### src/hdl/ubfc_defines.svh
// Constants for the serial port buffering, flow control and checksum block.
`ifndef UBFC_DEFINES_SVH
`define UBFC_DEFINES_SVH
`define UBFC_XOFF_CHAR   8'h13
`define UBFC_XON_CHAR    8'h11
`define UBFC_FLOW_NONE   2'h0
`define UBFC_FLOW_XONOFF 2'h1
`define UBFC_FLOW_HW     2'h2
`define UBFC_RX_DEPTH    2'h2
`endif

### src/hdl/ubfc_pkg.sv
// Types for the serial port buffering, flow control and checksum block.
package ubfc_pkg;
    typedef enum logic [1:0] {UBFC_ASYNC, UBFC_LIN, UBFC_DALI, UBFC_DMX} ubfc_mode_t;
    typedef struct packed {
        logic       moduleOn;
        logic       txEnable;
        logic       rxEnable;
        logic       runDuringOverflow;
        logic [1:0] flowSelect;
        logic       checksumEnable;
        ubfc_mode_t mode;
    } ubfc_cfg_t;
    typedef struct packed {
        logic rxEmpty;
        logic rxFull;
        logic txEmpty;
        logic txFull;
        logic txWriteError;
        logic xonState;
        logic rxOverflowFlag;
        logic collisionFlag;
    } ubfc_status_t;
endpackage : ubfc_pkg

### src/hdl/uart_buffer_flow_checksum.sv
// Buffering, flushing, flow control, checksum and collision logic of a serial port.
//
// Overview of operation
// - With run-during-overflow set, the receive shifter keeps framing words during overflow.
// - With it clear, the receive shifter halts during overflow and loses alignment.
// - Receive side has shifter plus two-entry buffer; reads return the oldest byte.
// - One transmit holding buffer; writes pass to an empty shifter, else wait.
// - Receive-empty is inverse of receive flag; receive-full when both entries hold data.
// - Transmit-empty equals transmit flag; transmit-full is its inverse.
// - Writing a full transmit buffer sets sticky write error and is dropped.
// - Writing one to receive-empty flushes all unread receive bytes.
// - Bytes written with transmit disabled wait in the shifter, then the holding buffer, until enabled.
// - Setting transmit-empty flushes buffer and idle shifter, not an active character.
// - Clearing module enable discards received data and pending transmit data.
// - Flow select 00 off, 10 hardware, 01 XON/XOFF; inactive in LIN/DALI/DMX.
// - With hardware flow, drive enable is high only while a character is actively being sent; low in other settings.
// - With hardware flow, ready-to-send low while receive buffer empty, high from arrival until emptied; low in other settings.
// - A character begun before clear-to-send drops finishes and is accepted.
// - With XON/XOFF, receiving 13h stops sending after current character until 11h arrives.
// - Transmitter starts resumed, shown as status; toggling transmit enable resumes.
// - Flow characters act during overflow only with run-during-overflow set.
// - Checksum enable makes both accumulators add every byte, carry included, not LIN.
// - With receive and transmit enabled, a mismatched echoed word sets collision flag.
// - In DALI transmissions a missing mid-bit transition also sets collision flag.
`timescale 1ns/1ps
`include "ubfc_defines.svh"
module uart_buffer_flow_checksum (
    // Clock and reset
    input  wire logic                  clk,
    input  wire logic                  nrst,
    // Configuration and software strobes
    input  wire ubfc_pkg::ubfc_cfg_t   cfg,
    input  wire logic                  txWrite,
    input  wire logic [7:0]            txWriteData,
    input  wire logic                  rxRead,
    input  wire logic                  rxFlush,
    input  wire logic                  txFlush,
    input  wire logic                  clearTxWriteError,
    input  wire logic                  clearOverflow,
    input  wire logic                  clearCollision,
    input  wire logic                  clearTxChecksum,
    input  wire logic                  clearRxChecksum,
    // Framing engine side
    input  wire logic                  rxWordDone,
    input  wire logic [7:0]            rxWord,
    input  wire logic                  txCharDone,
    input  wire logic                  daliMidBitMissing,
    output logic                       rxShiftRun,
    output logic                       txStart,
    output logic [7:0]                 txShiftData,
    output logic                       txActive,
    // Pins
    input  wire logic                  ctsN,
    output logic                       rtsN,
    output logic                       txDriveEnable,
    // Software view
    output logic [7:0]                 rxData,
    output logic [7:0]                 txChecksum,
    output logic [7:0]                 rxChecksum,
    output ubfc_pkg::ubfc_status_t     status
);
    // ==========================================================
    // State
    // ==========================================================
    logic [7:0] rxMem [0:1];
    logic [7:0] next_rxMem [0:1];
    logic [1:0] rxCount, next_rxCount;
    logic       rxHead, next_rxHead;
    logic [7:0] txBuf, next_txBuf;
    logic       txBufFull, next_txBufFull;
    logic [7:0] txShift, next_txShift;
    logic       txShiftFull, next_txShiftFull;
    logic       txBusy, next_txBusy;
    logic [7:0] lastTxWord, next_lastTxWord;
    logic       echoPending, next_echoPending;
    logic       xon, next_xon;
    logic       txEnPrev, next_txEnPrev;
    logic       writeErr, next_writeErr;
    logic       overflow, next_overflow;
    logic       collision, next_collision;
    logic [7:0] txSum, next_txSum;
    logic [7:0] rxSum, next_rxSum;
    logic       rtsHigh, next_rtsHigh;
    logic [7:0] rxDataQ, next_rxDataQ;

    // Adds a byte with end-around carry so the carry stays in the sum.
    function automatic logic [7:0] ubfc_add(input logic [7:0] a, input logic [7:0] b);
        logic [8:0] s;
        s = {1'b0, a} + {1'b0, b};
        return s[7:0] + {7'h00, s[8]};
    endfunction : ubfc_add

    // ==========================================================
    // Decodes
    // ==========================================================
    logic flowAllowed, hwFlow, swFlow, rxFullNow, storeOk, flowSeen, startNow;
    logic popOk, txWriteOk;
    always_comb begin
        flowAllowed = cfg.mode == ubfc_pkg::UBFC_ASYNC;
        hwFlow      = flowAllowed && cfg.flowSelect == `UBFC_FLOW_HW;
        swFlow      = flowAllowed && cfg.flowSelect == `UBFC_FLOW_XONOFF;
        rxFullNow   = rxCount == `UBFC_RX_DEPTH;
        // Legacy mode freezes the shifter while an overflow is pending.
        rxShiftRun  = cfg.moduleOn && cfg.rxEnable
                      && (cfg.runDuringOverflow || !overflow);
        storeOk     = rxWordDone && rxShiftRun;
        flowSeen    = storeOk && swFlow;
        popOk       = rxRead && rxCount != 2'h0;
        txWriteOk   = txWrite && !txBufFull;
        startNow    = cfg.moduleOn && cfg.txEnable && txShiftFull && !txBusy
                      && (!hwFlow || !ctsN) && (!swFlow || xon);
    end

    // ==========================================================
    // Next state
    // ==========================================================
    always_comb begin
        next_rxMem      = rxMem;
        next_rxCount    = rxCount;
        next_rxHead     = rxHead;
        next_txBuf      = txBuf;
        next_txBufFull  = txBufFull;
        next_txShift    = txShift;
        next_txShiftFull= txShiftFull;
        next_txBusy     = txBusy;
        next_lastTxWord = lastTxWord;
        next_echoPending= echoPending;
        next_xon        = xon;
        next_txEnPrev   = cfg.txEnable;
        next_writeErr   = writeErr;
        next_overflow   = overflow;
        next_collision  = collision;
        next_txSum      = txSum;
        next_rxSum      = rxSum;
        next_rtsHigh    = rtsHigh;
        next_rxDataQ    = rxDataQ;

        // Receive FIFO.
        if (popOk) begin
            next_rxHead  = ~rxHead;
            next_rxCount = rxCount - 2'h1;
        end
        if (storeOk) begin
            if (rxFullNow && !popOk) begin
                next_overflow = 1'b1;
            end else begin
                next_rxMem[rxHead ^ rxCount[0]] = rxWord;
                next_rxCount = next_rxCount + 2'h1;
            end
            if (cfg.checksumEnable && cfg.mode != ubfc_pkg::UBFC_LIN) begin
                next_rxSum = ubfc_add(rxSum, rxWord);
            end
            if (echoPending && cfg.txEnable) begin
                next_echoPending = 1'b0;
                if (rxWord != lastTxWord) begin
                    next_collision = 1'b1;
                end
            end
        end
        if (flowSeen && rxWord == `UBFC_XOFF_CHAR) begin
            next_xon = 1'b0;
        end
        if (flowSeen && rxWord == `UBFC_XON_CHAR) begin
            next_xon = 1'b1;
        end
        if (cfg.txEnable != txEnPrev) begin
            next_xon = 1'b1;
        end
        if (rxFlush) begin
            next_rxCount = 2'h0;
            next_rxHead  = 1'b0;
        end
        next_rxDataQ = next_rxMem[next_rxHead];

        // Ready-to-send rises on arrival and falls only once empty.
        if (next_rxCount != 2'h0) begin
            next_rtsHigh = 1'b1;
        end else begin
            next_rtsHigh = 1'b0;
        end

        // Transmit path.
        if (txCharDone && txBusy) begin
            next_txBusy      = 1'b0;
            next_txShiftFull = 1'b0;
        end
        if (startNow) begin
            next_txBusy     = 1'b1;
            next_lastTxWord = txShift;
            next_echoPending= cfg.rxEnable;
            if (cfg.checksumEnable && cfg.mode != ubfc_pkg::UBFC_LIN) begin
                next_txSum = ubfc_add(txSum, txShift);
            end
        end
        if (!next_txShiftFull && next_txBufFull) begin
            next_txShift     = txBuf;
            next_txShiftFull = 1'b1;
            next_txBufFull   = 1'b0;
        end
        if (txWriteOk) begin
            if (!next_txShiftFull) begin
                next_txShift     = txWriteData;
                next_txShiftFull = 1'b1;
            end else begin
                next_txBuf     = txWriteData;
                next_txBufFull = 1'b1;
            end
        end
        if (txFlush) begin
            next_txBufFull = 1'b0;
            if (!next_txBusy) begin
                next_txShiftFull = 1'b0;
            end
        end

        // Sticky flags: a set in the same cycle beats the clear.
        if (clearTxWriteError) next_writeErr = 1'b0;
        if (txWrite && txBufFull) next_writeErr = 1'b1;
        if (clearOverflow) next_overflow = 1'b0;
        if (storeOk && rxFullNow && !popOk) next_overflow = 1'b1;
        if (clearCollision) next_collision = 1'b0;
        if (storeOk && echoPending && cfg.txEnable && rxWord != lastTxWord) begin
            next_collision = 1'b1;
        end
        if (daliMidBitMissing && txBusy && cfg.mode == ubfc_pkg::UBFC_DALI) begin
            next_collision = 1'b1;
        end
        if (clearTxChecksum) next_txSum = 8'h00;
        if (clearRxChecksum) next_rxSum = 8'h00;

        // Module disable acts as a soft reset of the data paths.
        if (!cfg.moduleOn) begin
            next_rxCount     = 2'h0;
            next_rxHead      = 1'b0;
            next_txBufFull   = 1'b0;
            next_txShiftFull = 1'b0;
            next_txBusy      = 1'b0;
            next_echoPending = 1'b0;
            next_rtsHigh     = 1'b0;
            next_xon         = 1'b1;
        end
    end

    // ==========================================================
    // Registers
    // ==========================================================
    always_ff @(posedge clk or negedge nrst) begin
        if (!nrst) begin
            rxMem[0]    <= 8'h00;
            rxMem[1]    <= 8'h00;
            rxCount     <= 2'h0;
            rxHead      <= 1'b0;
            txBuf       <= 8'h00;
            txBufFull   <= 1'b0;
            txShift     <= 8'h00;
            txShiftFull <= 1'b0;
            txBusy      <= 1'b0;
            lastTxWord  <= 8'h00;
            echoPending <= 1'b0;
            xon         <= 1'b1;
            txEnPrev    <= 1'b0;
            writeErr    <= 1'b0;
            overflow    <= 1'b0;
            collision   <= 1'b0;
            txSum       <= 8'h00;
            rxSum       <= 8'h00;
            rtsHigh     <= 1'b0;
            rxDataQ     <= 8'h00;
        end else begin
            rxMem       <= next_rxMem;
            rxCount     <= next_rxCount;
            rxHead      <= next_rxHead;
            txBuf       <= next_txBuf;
            txBufFull   <= next_txBufFull;
            txShift     <= next_txShift;
            txShiftFull <= next_txShiftFull;
            txBusy      <= next_txBusy;
            lastTxWord  <= next_lastTxWord;
            echoPending <= next_echoPending;
            xon         <= next_xon;
            txEnPrev    <= next_txEnPrev;
            writeErr    <= next_writeErr;
            overflow    <= next_overflow;
            collision   <= next_collision;
            txSum       <= next_txSum;
            rxSum       <= next_rxSum;
            rtsHigh     <= next_rtsHigh;
            rxDataQ     <= next_rxDataQ;
        end
    end

    // ==========================================================
    // Outputs
    // ==========================================================
    always_comb begin
        txStart               = startNow;
        txShiftData           = txShift;
        txActive              = txBusy;
        txDriveEnable         = hwFlow && txBusy;
        rtsN                  = hwFlow && rtsHigh;
        rxData                = rxDataQ;
        txChecksum            = txSum;
        rxChecksum            = rxSum;
        status.rxEmpty        = rxCount == 2'h0;
        status.rxFull         = rxFullNow;
        status.txEmpty        = !txBufFull;
        status.txFull         = txBufFull;
        status.txWriteError   = writeErr;
        status.xonState       = xon;
        status.rxOverflowFlag = overflow;
        status.collisionFlag  = collision;
    end
endmodule : uart_buffer_flow_checksum

### config.mk
export PLATFORM = sky130hd
export DESIGN_NAME = uart_buffer_flow_checksum
export DESIGN_NICKNAME = d
export VERILOG_FILES = /design/src/hdl/ubfc_pkg.sv /design/src/hdl/uart_buffer_flow_checksum.sv
export VERILOG_INCLUDE_DIRS = /design/src /design/src/hdl
export SDC_FILE = /design/constraint.sdc
export NUM_CORES = 1
export LEC_CHECK = 0
export ABC_AREA = 1
export BUFFER_PORTS_ARGS = -buffer_cell sky130_fd_sc_hd__buf_2
export CORE_MARGIN = 10
export CORE_UTILIZATION = 50
export CTS_CLUSTER_DIAMETER = 50
export DETAILED_ROUTE_END_ITERATION = 6
export GPL_ROUTABILITY_DRIVEN = 1
export GPL_TIMING_DRIVEN = 0
export PLACE_DENSITY = 0.79
export REMOVE_ABC_BUFFERS = 1
export SLEW_MARGIN = 0
export SYNTH_ARGS = -nofsm -noshare
export SYNTH_HDL_FRONTEND = slang
export SYNTH_SLANG_ARGS = --single-unit
### constraint.sdc
create_clock -name clk -period 2.21 [get_ports clk]
set_input_delay 0.1105 -clock clk [delete_from_list [all_inputs] [get_ports clk]]
set_output_delay 0.1105 -clock clk [all_outputs]
set_load 0.03 [all_outputs]
==> reports/metrics.cfg <==
[yosys]
synth_area_leaders = dfrtp_1, nand2_1, inv_1
yosysTopAreaCellShare_pct = 41.8
synth.most_common_cell = nand2_1
synth_largest_area_cell = dfrtp_1
syn-instance-count = 598
synth_edf_count = 0
synthArstFlopShare_pct = 100
synth.distinct_cells = 40
ys_seq_area_share_pct = 42.4
synthFlopType = dfrtp_1
synth.top_cells.by_count = nand2_1, inv_1, dfrtp_1
netlist_area_sq_um = 4550
yosys_register_bits = 77
synth_area_per_cell_sq_um = 7.61
ys_warn_count = 0

[clocking]
clockRootBuffer = clkbuf_8
clk_latency_ps = 370
path_clk_slew_ps = 80
cts_buffers = 9
clockBufferDepth = 2
cts_tree = done
h-tree-depth = 3
cts.sinks = 77

[detailed_routing]
top_layer = met4
wl_met2_um = 6840
postRouteAntennaNets = 0
wl_met3_um = 925
drt-pass1-iter-count = 5
drc = 0
avgRoutedWirePerCell_um = 16.2
wl_met1_um = 5390
drt_iter0_drc = 336
routed-via-count = 4613
vias_per_cell = 5.50
routed_wl_um = 13600

[hold_path]
min_path_type = in2reg

[timing]
setup_viol = 9
finalMaxSlewViolations = 0
rsz0062_at_grt = yes
fin_setup_tns_ps = -1250
layout_min_cycle_time_ps = 2480
skew_ps = 11.2
finalHoldViolations = 0
setup_slack_ps = -271
fin_hold_ws_ps = 11.7
tightest_slew_ps = 616
period_share_pct = 112
slew_headroom_pct = 58.7
timing.fmax_mhz = 403

[worst_setup_path]
required_ps = 2520
cp-start-kind = flop
worstPathMaxFanout = 3
critical_path_class = reg2reg
cp-end-kind = flop
worstPathArrival_ps = 2790

[placed_design]
gp_congestion = 0.883
dp_hpwl_um = 8720
portBuffers = 84

[global_route]
grt_pass1_wl_um = 21300
grt_overflow_total = 0
grt_max_degree = 65
track_usage_pct = 19.8
first_global_vias = 4487
antenna_found_initial = 0

[cells_and_area]
nets = 790
final_util_pct = 67.6
syn_to_final_growth_pct = 30.9
num-fill-cells = 685
antenna_cells = 0
drive_gt1_share_pct = 28.9

[floorplan]
rows = 34
pin_count = 85
die-area_sq_um = 13300
initial_core_util_pct = 51.6
die_width_um = 115
die_h_um = 115
fp.coreArea_sq_um = 8810

[pwr]
power.total_mw = 3.81
p_per_area_nw_per_um2 = 641
ir_drop_mv = 0.472
p_leak_nw = 3.18

[run_status]
run_status = finished with violations
violations = negative setup slack

[flow_run]
cap_violations = 0

==> flip-flops by register name (all words and copies together) (netlist names) <==
name         count
collision        1
echoPending      1
lastTxWord       8
overflow         1
rtsHigh          1
rxChecksum       8
rxCount          2
rxData           8
rxHead           1
rxMem           16
txActive         1
txBuf            8
txBufFull        1
txChecksum       8
txEnPrev         1
txShiftData      8
txShiftFull      1
writeErr         1
xon              1
==> metrics by stage <==
stage / setup WS, ps / instances / instance area [sq um]
2_1_floorplan: -365 / 584 / 4460
3_3_place_gp: -422 / 776 / 5010
3_5_place_dp: -459 / 777 / 5040
4_1_cts: -180 / 830 / 5790
5_1_grt: -342 / 839 / 5950
6_report: -271 / 839 / 5950
==> cell usage in the layout (no fill, tap or decap), types with 11 or more instances in the layout <==
cell | netlist | routed
ha_4 | 0 | 12
nand3_2 | 1 | 11
nand2_2 | 1 | 12
o21ai_0 | 45 | 39
dfrtp_1 | 76 | 74
nand3_1 | 50 | 39
inv_1 | 103 | 101
buf_2 | 1 | 83
o21ai_1 | 17 | 23
nand2_1 | 167 | 153
nor2_1 | 29 | 19
buf_4 | 6 | 36
==> where the power goes <==
group | internal (mW) | total, mW | switching [mW]
registers | 1.60 | 1.71 | 0.109
clock network | 0.423 | 1.00 | 0.581
logic | 0.407 | 1.10 | 0.692
total | 2.43 | 3.81 | 1.38
==> kinds of logic after synthesis <==
group                    count (synthesis)  share of synthesized area [%]
XOR/XNOR                                11                           2.12
adder cells (fa/ha/maj)                 24                           6.93
AO/OA/AOI/OAI                           98                           12.2
buffers and inverters                  119                           10.8
flip-flops                              77                           42.4
AND/OR/NAND/NOR                        269                           25.6
==> area by class of cell <==
| class | instances | area (sq um) | area share (%) |
|---|---|---|---|
| multi-input combinational | 402 | 2480 | 41.7 |
| sequential | 77 | 1930 | 32.4 |
| timing repair buffer | 131 | 825 | 13.9 |
| inverter | 105 | 399 | 6.71 |
| tap | 108 | 135 | 2.27 |
| clock buffer | 9 | 124 | 2.08 |
| clock inverter | 7 | 57.6 | 0.967 |
==> critical path: stages (launching register included) <==
cell and delay, ps:
dfrtp_2 440, ha_4 310, nand2_2 80, nor2_4 90, nand2_2 70, nand3_2 80
a21oi_2 50, o21bai_1 230, ha_2 270, nand2_2 70, nor2_4 140, nand3_1 110
nor2_1 150, nand3_1 100, nand2_1 80, nand3_2 60, nand2_1 90
==> routing by layer <==
layer,up-vias,GRT usage (%)
li1,2184,-
met1,2167,23.0
met2,211,34.6
met3,51,4.53
met4,0,7.69
met5,-,0
==> worst paths after layout <==
path	from	end	slack, ps	depth (start not counted)
worst max register to register	txShiftData[3]$_DFF_PN0_	txChecksum[7]$_DFFE_PN0P_	-270	16
worst max-delay path	txShiftData[3]$_DFF_PN0_	txChecksum[7]$_DFFE_PN0P_	-270	16
worst min register to register	rxMem[14]$_DFF_PN0_	rxMem[14]$_DFF_PN0_	490	2
min in group asynchronous	nrst	rxData[6]$_DFF_PN0_	130	2
max in group asynchronous	nrst	xon$_DFFE_PN1P_	1490	3
worst min-delay path	txWriteData[6]	txBuf[6]$_DFFE_PN0P_	10	3
==> what timing repair did <==
action | CTS | global route
setup endpoints to repair | 15 | 13
endpoints found under the hold margin | 87 | 0
resized for setup | 56 | 26
pin swaps | 35 | 33
hold buffers | 10 | 0
setup buffers | 27 | 10
Note: power is estimated with default switching activity, not from simulation.
